**config.mk**
```make
export PLATFORM = sky130hd
export DESIGN_NAME = tcd_ctrl
export DESIGN_NICKNAME = d
export VERILOG_FILES = /design/src/hdl/tcd_ctrl.v
export VERILOG_INCLUDE_DIRS = /design/src /design/src/inc
export SDC_FILE = /design/constraint.sdc
export NUM_CORES = 1
export LEC_CHECK = 0
export BUFFER_PORTS_ARGS = -buffer_cell sky130_fd_sc_hd__buf_2
export CAP_MARGIN = 10
export CORE_AREA = 2 2 79 81
export CTS_CLUSTER_SIZE = 14
export DETAILED_ROUTE_END_ITERATION = 7
export DIE_AREA = 0 0 81 83
export GPL_TIMING_DRIVEN = 0
export HOLD_SLACK_MARGIN = 0.06
export PLACE_DENSITY = 0.49
export SLEW_MARGIN = 0
export SYNTH_ARGS = -nofsm -noshare
export SYNTH_HDL_FRONTEND = slang
export SYNTH_SLANG_ARGS = --single-unit
```
**constraint.sdc**
```tcl
create_clock -name clk -period 6.46 [get_ports clk]
set_input_delay 0.646 -clock clk [delete_from_list [all_inputs] [get_ports clk]]
set_output_delay 0.646 -clock clk [all_outputs]
set_load 0.1 [all_outputs]
```
**src/inc/tcd_defines.vh**
```
// Constants for the three-clock DRAM controller control and refresh block
`ifndef TCD_DEFINES_VH
`define TCD_DEFINES_VH
`define TCD_CLK_MHZ        20
`define TCD_REF_PERIOD_NS  15625
`define TCD_REF_CYCLES     (`TCD_CLK_MHZ * `TCD_REF_PERIOD_NS / 1000)
`define TCD_REF_PRESET     9'h138
`define TCD_ROW_W          8
`define TCD_ADDR_W         11
`define TCD_SEQ_W          4
`define TCD_IDLE_LIMIT     5'h12
`define TCD_ACC_LAST       4'h5
`define TCD_PRE_LAST       4'h3
`define TCD_COLSEL_TICK    4'h1
`define TCD_WE_TICK        4'h1
`define TCD_CAS_RD_TICK    4'h2
`define TCD_CAS_WR_TICK    4'h3
`define TCD_NA_TICK        4'h2
`define TCD_RDY_TICK       4'h4
`endif

```
**src/hdl/tcd_ctrl.v**
```verilog
// Control and refresh logic of a three-clock, two-bank DRAM controller
`timescale 1ns/1ps
`include "tcd_defines.vh"

module tcd_ctrl (
   input  wire        clk,
   input  wire        sys_rst,
   input  wire        cycleStartReq,
   input  wire        chipSelect,
   input  wire        writeCycle,
   input  wire        bankSelectAddrBit,
   input  wire        singleBankMode,
   input  wire        earlyRowRelease,
   output reg         nextAddressRequestN_ff,
   output reg         memoryReadyOutN_ff,
   output reg         rowStrobeBank0N_ff,
   output reg         rowStrobeBank1N_ff,
   output reg         colStrobeBank0N_ff,
   output reg         colStrobeBank1N_ff,
   output reg         writeEnableN_ff,
   output reg         rowColumnSelect_ff,
   output reg         muxLowOeN_ff,
   output reg  [7:0]  refreshRowOut_ff,
   output reg         refreshRowOeN_ff,
   output reg         phaseOne_ff
);

   ////////////////////////////////////////////////////////////////////////////
   // States of the access state logic, one step per double-rate tick
   localparam [2:0] ST_IDLE = 3'h0;
   localparam [2:0] ST_ACC  = 3'h1;
   localparam [2:0] ST_REF  = 3'h2;
   localparam [2:0] ST_PRE  = 3'h3;

   // Sequence length of access and refresh in ticks (three bus clocks);
   // the precharge tail gives a same-bank access two bus clocks of rest
   localparam [3:0] ACC_LAST    = `TCD_ACC_LAST;
   localparam [3:0] PRE_LAST    = `TCD_PRE_LAST;

   // Tick of the access sequence at which each event first shows
   localparam [3:0] COLSEL_TICK = `TCD_COLSEL_TICK;
   localparam [3:0] WE_TICK     = `TCD_WE_TICK;
   localparam [3:0] CAS_RD_TICK = `TCD_CAS_RD_TICK;
   localparam [3:0] CAS_WR_TICK = `TCD_CAS_WR_TICK;
   localparam [3:0] NA_TICK     = `TCD_NA_TICK;
   localparam [3:0] RDY_TICK    = `TCD_RDY_TICK;

   // Interval counter value in the last bus clock before the wrap
   localparam [8:0] REF_WRAP    = `TCD_REF_PRESET - 9'h001;

   // State and sequence registers
   reg [2:0]  state_ff;
   reg [2:0]  nxt_state;
   reg [3:0]  seq_ff;
   reg [3:0]  nxt_seq;
   // Refresh bookkeeping
   reg [8:0]  intervalCnt_ff;
   reg        refreshPending_ff;
   reg [7:0]  refreshRow_ff;
   // Access held across the cycle
   reg        curBank_ff;
   reg        curWrite_ff;
   // Arbiter strobes
   reg        startAcc;
   reg        startRef;
   wire       accBank;

   ////////////////////////////////////////////////////////////////////////////
   // Decode shared by the strobe logic: access state at or past a tick
   function accFrom;
      input [2:0] st;
      input [3:0] sq;
      input [3:0] first;
      begin
         accFrom = (st == ST_ACC) && (sq >= first);
      end
   endfunction

   // Decode shared by counter and request latch: last count in phase one
   function atWrap;
      input       ph;
      input [8:0] cnt;
      begin
         atWrap = ph && (cnt == REF_WRAP);
      end
   endfunction

   // Bank seen by the access logic; tied low in single-bank mode
   assign accBank = singleBankMode ? 1'b0 : bankSelectAddrBit;

   ////////////////////////////////////////////////////////////////////////////
   // Phase tracker: bus clock is half the double-rate clock
   // Reset starts in phase one so the first take lines up with a bus clock
   always @(posedge clk or posedge sys_rst) begin
      if (sys_rst) begin
         phaseOne_ff <= 1'b1;
      end else begin
         phaseOne_ff <= ~phaseOne_ff;
      end
   end

   ////////////////////////////////////////////////////////////////////////////
   // Refresh interval counter, counted in bus clocks
   always @(posedge clk or posedge sys_rst) begin
      if (sys_rst) begin
         intervalCnt_ff <= 9'h000;
      end else if (phaseOne_ff) begin
         // Wraps on its own, whatever the arbiter is busy with
         if (atWrap(phaseOne_ff, intervalCnt_ff)) begin
            intervalCnt_ff <= 9'h000;
         end else begin
            intervalCnt_ff <= intervalCnt_ff + 9'h001;
         end
      end
   end

   // Pending refresh latch; a new request wins over the clear
   // Held until the arbiter starts it, so a late service still runs once
   always @(posedge clk or posedge sys_rst) begin
      if (sys_rst) begin
         refreshPending_ff <= 1'b0;
      end else if (atWrap(phaseOne_ff, intervalCnt_ff)) begin
         refreshPending_ff <= 1'b1;
      end else if (startRef) begin
         refreshPending_ff <= 1'b0;
      end
   end

   ////////////////////////////////////////////////////////////////////////////
   // Arbitration: refresh first, accesses only from idle on phase one
   // An access in flight plus its precharge lasts five bus clocks at most,
   // which bounds how long a pending refresh waits for idle
   always @* begin
      startRef = 1'b0;
      startAcc = 1'b0;
      if (state_ff == ST_IDLE && phaseOne_ff) begin
         if (refreshPending_ff) begin
            startRef = 1'b1;
         end else if (cycleStartReq && chipSelect) begin
            startAcc = 1'b1;
         end
      end
   end

   // Next state; illegal codes fall back to idle at once
   // Access and refresh share one six-tick count, then precharge
   always @* begin
      nxt_state = state_ff;
      nxt_seq   = seq_ff + 4'h1;
      case (state_ff)
         ST_IDLE: begin
            nxt_seq = 4'h0;
            if (startRef) begin
               nxt_state = ST_REF;
            end else if (startAcc) begin
               nxt_state = ST_ACC;
            end
         end
         ST_ACC, ST_REF: begin
            if (seq_ff >= ACC_LAST) begin
               nxt_state = ST_PRE;
               nxt_seq   = 4'h0;
            end
         end
         ST_PRE: begin
            if (seq_ff >= PRE_LAST) begin
               nxt_state = ST_IDLE;
               nxt_seq   = 4'h0;
            end
         end
         default: begin
            nxt_state = ST_IDLE;
            nxt_seq   = 4'h0;
         end
      endcase
   end

   // State register
   always @(posedge clk or posedge sys_rst) begin
      if (sys_rst) begin
         state_ff <= ST_IDLE;
         seq_ff   <= 4'h0;
      end else begin
         state_ff <= nxt_state;
         seq_ff   <= nxt_seq;
      end
   end

   ////////////////////////////////////////////////////////////////////////////
   // Capture bank and direction of the access at its start
   // Held here, as the processor may move its address once next-address is seen
   always @(posedge clk or posedge sys_rst) begin
      if (sys_rst) begin
         curBank_ff  <= 1'b0;
         curWrite_ff <= 1'b0;
      end else if (startAcc) begin
         curBank_ff  <= accBank;
         curWrite_ff <= writeCycle;
      end
   end

   // Refresh row counter, advances once each refresh completes
   // Stepped on the last refresh tick, so the next row waits ready
   always @(posedge clk or posedge sys_rst) begin
      if (sys_rst) begin
         refreshRow_ff <= 8'h00;
      end else if (state_ff == ST_REF && seq_ff == ACC_LAST) begin
         refreshRow_ff <= refreshRow_ff + 8'h01;
      end
   end

   ////////////////////////////////////////////////////////////////////////////
   // Strobes, select, enables and processor handshake
   always @(posedge clk or posedge sys_rst) begin
      if (sys_rst) begin
         rowStrobeBank0N_ff     <= 1'b1;
         rowStrobeBank1N_ff     <= 1'b1;
         colStrobeBank0N_ff     <= 1'b1;
         colStrobeBank1N_ff     <= 1'b1;
         writeEnableN_ff        <= 1'b1;
         rowColumnSelect_ff     <= 1'b1;
         muxLowOeN_ff           <= 1'b0;
         refreshRowOeN_ff       <= 1'b1;
         refreshRowOut_ff       <= 8'h00;
         nextAddressRequestN_ff <= 1'b1;
         memoryReadyOutN_ff     <= 1'b1;
      end else begin
         // Row strobe: access bank, both banks in refresh
         // Both banks open together so one row refreshes in both at once
         if (nxt_state == ST_REF) begin
            rowStrobeBank0N_ff <= 1'b0;
            rowStrobeBank1N_ff <= 1'b0;
         end else if (nxt_state == ST_ACC &&
                      !(earlyRowRelease && nxt_seq == ACC_LAST)) begin
            rowStrobeBank0N_ff <= (state_ff == ST_IDLE) ? accBank : curBank_ff;
            rowStrobeBank1N_ff <= (state_ff == ST_IDLE) ? ~accBank : ~curBank_ff;
         end else begin
            rowStrobeBank0N_ff <= 1'b1;
            rowStrobeBank1N_ff <= 1'b1;
         end

         // Row address during row strobe, column one tick later
         // The late flip holds the row address past the strobe edge
         rowColumnSelect_ff <= !accFrom(nxt_state, nxt_seq, COLSEL_TICK);

         // Column strobe per bank; reads at tick 2, writes at tick 3
         // Writes wait a tick more so the write data has settled
         if (accFrom(nxt_state, nxt_seq, curWrite_ff ? CAS_WR_TICK : CAS_RD_TICK)) begin
            colStrobeBank0N_ff <= curBank_ff;
            colStrobeBank1N_ff <= ~curBank_ff;
         end else begin
            colStrobeBank0N_ff <= 1'b1;
            colStrobeBank1N_ff <= 1'b1;
         end

         // Write enable leads the column strobe by two ticks on writes
         // On reads it stays high, well ahead of the column strobe
         writeEnableN_ff <= !(curWrite_ff && accFrom(nxt_state, nxt_seq, WE_TICK));

         // Refresh floats low mux lines and drives the row counter
         // Upper mux lines stay enabled; the memory ignores them in refresh
         muxLowOeN_ff     <= (nxt_state == ST_REF);
         refreshRowOeN_ff <= !(nxt_state == ST_REF);
         refreshRowOut_ff <= refreshRow_ff;

         // Next-address request at phase one of the second wait state
         // Release on the phase-two edge after ready outlasts the last sample
         if (nxt_state == ST_ACC && nxt_seq == NA_TICK) begin
            nextAddressRequestN_ff <= 1'b0;
         end else if (!memoryReadyOutN_ff && !phaseOne_ff) begin
            nextAddressRequestN_ff <= 1'b1;
         end

         // Ready spans the last bus clock, stable through phase two end
         memoryReadyOutN_ff <= !accFrom(nxt_state, nxt_seq, RDY_TICK);
      end
   end

endmodule

```
==> results of run 1 <==
==> layer usage <==
layer  track usage [%]  up-vias
met5                 0        -
met4              3.70        0
met3              3.26        5
met2              17.3       15
met1              16.2      649
li1                  -      651
==> worst max-delay path, stage by stage (launching register included) <==
cell and delay (ps):
dfrtp_1 450, ha_1 250, nand2b_4 160, a2111oi_2 510, or2_2 250, nand2_1 90
ha_1 280, o21ai_0 80, a21oi_1 220, nand3b_1 110
==> cell type report <==
class                      count  area [sq um]
timing repair buffer          27           150
buffer                         4          27.5
inverter                       7          26.3
clock inverter                 1          5.00
clock buffer                   7          86.3
fill                         591          3460
multi-input combinational    112           802
tap                           75          93.8
sequential                    46          1160
==> worst max path at each step <==
stage / end / from / depth (start not counted)
2_1_floorplan: writeEnableN_ff$_DFF_PP1_ / phaseOne_ff$_DFF_PP1_ / 7
3_3_place_gp: colStrobeBank1N_ff$_DFF_PP1_ / seq_ff[0]$_DFF_PP0_ / 10
3_5_place_dp: colStrobeBank0N_ff$_DFF_PP1_ / seq_ff[0]$_DFF_PP0_ / 9
4_1_cts: colStrobeBank0N_ff$_DFF_PP1_ / seq_ff[0]$_DFF_PP0_ / 9
5_1_grt: colStrobeBank0N_ff$_DFF_PP1_ / seq_ff[0]$_DFF_PP0_ / 10
6_report: colStrobeBank0N_ff$_DFF_PP1_ / seq_ff[0]$_DFF_PP0_ / 9
==> Yosys cell counts, types with 2 or more instances <==
cell type	instances
dfrtp_1	36
nand2_1	16
nor2_1	13
xnor2_1	11
dfstp_2	10
inv_1	7
ha_1	6
nand4_1	6
nor3_1	5
a21oi_1	4
nand3_1	4
o21ai_0	4
mux2_2	3
nand2b_1	3
nor2b_1	3
xor2_1	3
a211o_1	2
a21o_1	2
and3_1	2
mux2i_1	2
nand3b_1	2
o211ai_1	2
==> state kept, by name, summed over array words and instances, names as in the netlist, 3 cells and up <==
name              cells
intervalCnt_ff        9
refreshRow_ff         8
refreshRowOut_ff      8
state_ff              3
seq_ff                4
==> cells by family after synthesis <==
logic type / count (synthesis) / synth area share (%)
AOI/OAI and AO/OA: 23 / 9.36
xor gates and xnor gates: 14 / 6.07
adders and majority gates: 6 / 3.72
buffers and inverters: 11 / 2.66
DFF: 46 / 57.6
muxes: 5 / 2.66
other: 1 / 0.186
and+or+nand+nor: 63 / 17.7
==> stage by stage <==
step / hold slack [ps] / total power [W] / cells / cell area (sq um) / setup WS, ps
final: 250 / 0.000490 / 279 / 2350 / 3980
after global routing: 246 / 0.000516 / 279 / 2350 / 3740
after CTS: 246 / 0.000500 / 279 / 2350 / 3960
after detailed placement: 396 / 0.000321 / 271 / 2260 / 3980
after global placement: 387 / 0.000319 / 270 / 2240 / 3990
after floorplan: 373 / 0.000313 / 169 / 2020 / 4260
==> power by group through the flow <==
stage	clock, W	combinational (W)	sequential, W
after global placement	0	0.0000195	0.000299
after global routing	0.000197	0.0000244	0.000295
after floorplan	0	0.0000142	0.000299
final	0.000175	0.0000210	0.000294
after CTS	0.000185	0.0000218	0.000294
after detailed placement	0	0.0000217	0.000299
==> results.cfg, run 1 <==
[pwr]
max-vdd-ir-drop_uv = 70.5
p_sw_w = 0.000104
p_clk_share_pct = 35.7
cell_internal_pwr_w = 0.000386
p_per_area_nw_per_um2 = 208
p_leak_nw = 1.10
p_sw_share_pct = 21.1
combinationalPowerShare_pct = 4.3
pwr-share-seq_pct = 60.0

[logic_synthesis]
async_reset_ff_share_pct = 100
syn_inst = 169
netlist_area_sq_um = 2020
synth_largest_area_cell = dfrtp_1
yosys_warnings = 0
yosysSeqAreaShare_pct = 57.6
syn-num-nets = 183
ys_types = 45
synth_ff_type = dfrtp_1
ys_ff_latch = 46
avgSynthCellArea_sq_um = 11.9
synth_enable_flop_cells = 0
yosysTopAreaCellShare_pct = 44.6
ys_top_cells_by_area = dfrtp_1 (45%), dfstp_2 (13%), xnor2_1 (4.8%), ha_1 (3.7%), nand2_1 (3.0%)

[routing]
via_count = 1320
wl_met3_um = 108
wirelength_um = 3540
drc = 0
wl_met2_um = 1690
viasPerCell = 4.73
top_layer = met4
ant_nets = 0
wl_met1_um = 1720
dr.pass1.iters = 4
drt_iter0_drc = 57
wire_per_inst_um = 12.7

[critical_path]
crit_type = reg -> reg
regToRegStartpoint = seq_ff[0]$_DFF_PP0_
worst_setup_path_start_kind = register
ff2ff_path_depth = 9
arrival_ps = 2680
cp.required_ps = 6670
endpoint_kind = register
r2r-end = colStrobeBank0N_ff$_DFF_PP1_
crit_fanout = 7
r2r_slack_ps = 3980

[global_route]
grt_max_degree = 40
antenna_found_initial = 0
grt_pass1_vias = 1290
globalRouteTotalUtil_pct = 11.6
grt_pass1_wl_um = 6150
grt_remaining_overflow = 0

[cts]
cts_sinks = 46
postCtsSetupBuffers = 0
clk_latency_ps = 290
cts_buffer_depth = 2
htreeDepth = 2
cts-buffers-inserted = 5
cts_root_buffer = clkbuf_8
cts-resized-gates = 0
cts_tree = done
ctsHoldBuffers = 0
clkTransAtPathRegs_ps = 80

[timing]
fin_crit_sh_pct = 38.3
min_period_ps = 2480
fmax_mhz = 404
fin_skew_ps = 5.28
hold_violations = 0
setup-violations-final = 0
worst_pin_slew_ps = 630
slew_headroom_pct = 57.7
maxSlewViolCount = 0
tns_ps = 0
rsz0062_at_grt = no

[run_status]
outcome = finished, final reports clean

[finish]
drive_gt1_share_pct = 29.9
postLayoutCoreUtil_pct = 40.5
nNetsFinal = 217
n_antenna_cell = 0
final_cell_mix = dfrtp_1 (36), buf_2 (27), nand2_1 (16)
area_growth_pct = 16.6
final_common_cell = dfrtp_1

[floorplanning]
dieWidth_um = 81
fp.dieArea_sq_um = 6720
row_count = 28
start_util_pct = 34.7
die_y_um = 83
core_area_sq_um = 5820
io_pins = 27

[place]
io_buffer_count = 26
place.gp.congestion = 0.793
hpwl_um = 2600

[worst_hold_path]
hold_class = in -> async

[run]
max_cap_viol_count = 0
Power figures use the tool's default switching activity.
==> inputs of run 2 (changes only) <==
--- a/config.mk
+++ b/config.mk
@@ -14,7 +14,7 @@
 export DIE_AREA = 0 0 81 83
 export GPL_TIMING_DRIVEN = 0
 export HOLD_SLACK_MARGIN = 0.06
-export PLACE_DENSITY = 0.49
+export PLACE_DENSITY = 0.51
 export SLEW_MARGIN = 0
 export SYNTH_ARGS = -nofsm -noshare
 export SYNTH_HDL_FRONTEND = slang
==> constraint.sdc (replaced) <==
create_clock -name clk -period 2.1 [get_ports clk]
set_input_delay 0.21 -clock clk [delete_from_list [all_inputs] [get_ports clk]]
set_output_delay 0.21 -clock clk [all_outputs]
set_load 0.1 [all_outputs]
==> results.cfg, run 2 (synthesized netlist as in run 1, its figures left out) <==
[run_status]
outcome = finished, final reports clean

[timing]
hold_violations = 0
fin_skew_ps = 6.19
slew_headroom_pct = 60.4
fin_crit_sh_pct = 97.7
setup-violations-final = 0
fmax_mhz = 487
min_period_ps = 2050
worst_pin_slew_ps = 590
maxSlewViolCount = 0

[critical_path]
cp-startpoint = seq_ff[0]$_DFF_PP0_
endpoint = colStrobeBank1N_ff$_DFF_PP1_
endpoint_kind = register
regToRegStartpoint = seq_ff[0]$_DFF_PP0_
cp.required_ps = 2340
crit_fanout = 5
r2r-end = colStrobeBank1N_ff$_DFF_PP1_
worst_setup_path_start_kind = register
ff2ff_path_depth = 9
r2r_slack_ps = 50
arrival_ps = 2290
crit_type = reg -> reg

[floorplanning]
core_area_sq_um = 5820
row_count = 28
die_y_um = 83
io_pins = 27
dieWidth_um = 81
start_util_pct = 34.7
fp.dieArea_sq_um = 6720

[finish]
multi_input_area_sq_um = 866
area_growth_pct = 24.6
postLayoutCoreUtil_pct = 43.3
final_common_cell = dfrtp_1
drive_gt1_share_pct = 36.4
nNetsFinal = 227
largest_register = intervalCnt_ff
reg_top3 = intervalCnt_ff: 9 flops, refreshRowOut_ff: 8 flops, refreshRow_ff: 8 flops
n_antenna_cell = 0
fill_cells = 575
regArea_sq_um = 1170
largest_reg_flops = 9
final_cells = 289
final_cell_mix = dfrtp_1 (35), buf_2 (27), nand2_1 (16)

[routing]
drt_iter0_drc = 46
wirelength_um = 3690
viasPerCell = 4.72
drc = 0
ant_nets = 0
via_count = 1365
dr.pass1.iters = 4
wire_per_inst_um = 12.8

[pwr]
p_per_area_nw_per_um2 = 643
max-vdd-ir-drop_uv = 397
p_leak_nw = 1.16
p_total_w = 0.00162

[global_route]
antenna_found_initial = 0
grt_remaining_overflow = 0
grt_pass1_wl_um = 6370
grt_max_degree = 30
globalRouteTotalUtil_pct = 12.0
grt_pass1_vias = 1375

[cts]
cts_tree = done
cts_root_buffer = clkbuf_8
htreeDepth = 2
cts_sinks = 46
clkTransAtPathRegs_ps = 70
clk_latency_ps = 300
cts-buffers-inserted = 5
cts_buffer_depth = 2

[worst_hold_path]
hold_class = in -> reg

[place]
dp.cells = 271
hpwl_um = 2620
io_buffer_count = 26
place.gp.congestion = 0.837

[run]
max_cap_viol_count = 0
[run 2: stage by stage]
step | TNS, ps | cell area (sq um) | hold slack (ps) | setup WS [ps]
after floorplan | 0 | 2040 | 362 | 11.1
after global placement | -766 | 2260 | 388 | -209
after detailed placement | -462 | 2280 | 228 | -203
after CTS | 0 | 2470 | 142 | 21.2
after global routing | -102 | 2520 | 159 | -51.2
final | 0 | 2520 | 150 | 48.2
[run 2: worst min path at each step]
stage | startpoint | to | slack [ps] | cells past startpoint
2_1_floorplan | writeCycle | curWrite_ff$_DFFE_PP0P_ | 360 | 1
3_3_place_gp | refreshRow_ff[7]$_DFFE_PP0P_ | refreshRowOut_ff[7]$_DFF_PP0_ | 390 | 0
3_5_place_dp | sys_rst | refreshRow_ff[6]$_DFFE_PP0P_ | 230 | 2
4_1_cts | writeCycle | curWrite_ff$_DFFE_PP0P_ | 140 | 2
5_1_grt | writeCycle | curWrite_ff$_DFFE_PP0P_ | 160 | 2
6_report | writeCycle | curWrite_ff$_DFFE_PP0P_ | 150 | 2
[run 2: worst max-delay path, stage by stage, from the launching register on]
cell and delay (ps):
dfrtp_2 460, ha_4 180, nand2b_4 150, a2111oi_4 310
or2_4 190, nand2_1 70, ha_1 310, o21ai_2 170
a21oi_2 80, nand3_1 80
[run 2: layer usage]
| metal | global-route usage (%) | vias up | share of wire, % |
|---|---|---|---|
| li1 | - | 669 | - |
| met1 | 14.8 | 672 | 46 |
| met2 | 19.4 | 18 | 49 |
| met3 | 3.48 | 6 | 3.2 |
| met4 | 4.93 | 0 | 1.8 |
| met5 | 0 | - | 0 |
[run 2: area by class of cell]
type | count | area share, %
timing repair buffer | 37 | 9.05
inverter | 7 | 1.04
clock buffer | 7 | 3.03
tap | 75 | 3.73
sequential | 46 | 46.4
buffer | 4 | 1.09
clock inverter | 1 | 1.19
multi-input combinational | 112 | 34.4
[run 2: timing repair]
action | in CTS | in global routing
buffers inserted | 4 | 5
endpoints found under the setup margin | 6 | 6
pin swaps | 6 | 8
hold endpoints to repair | 17 | 0
hold buffers | 1 | 0
gates resized for setup | 12 | 1
[run 2: report_power, final]
group | switching [W] | internal (W)
Clock | 0.000281 | 0.000356
Sequential | 0.00000985 | 0.000895
Combinational | 0.0000411 | 0.0000349
Total | 0.000332 | 0.00129
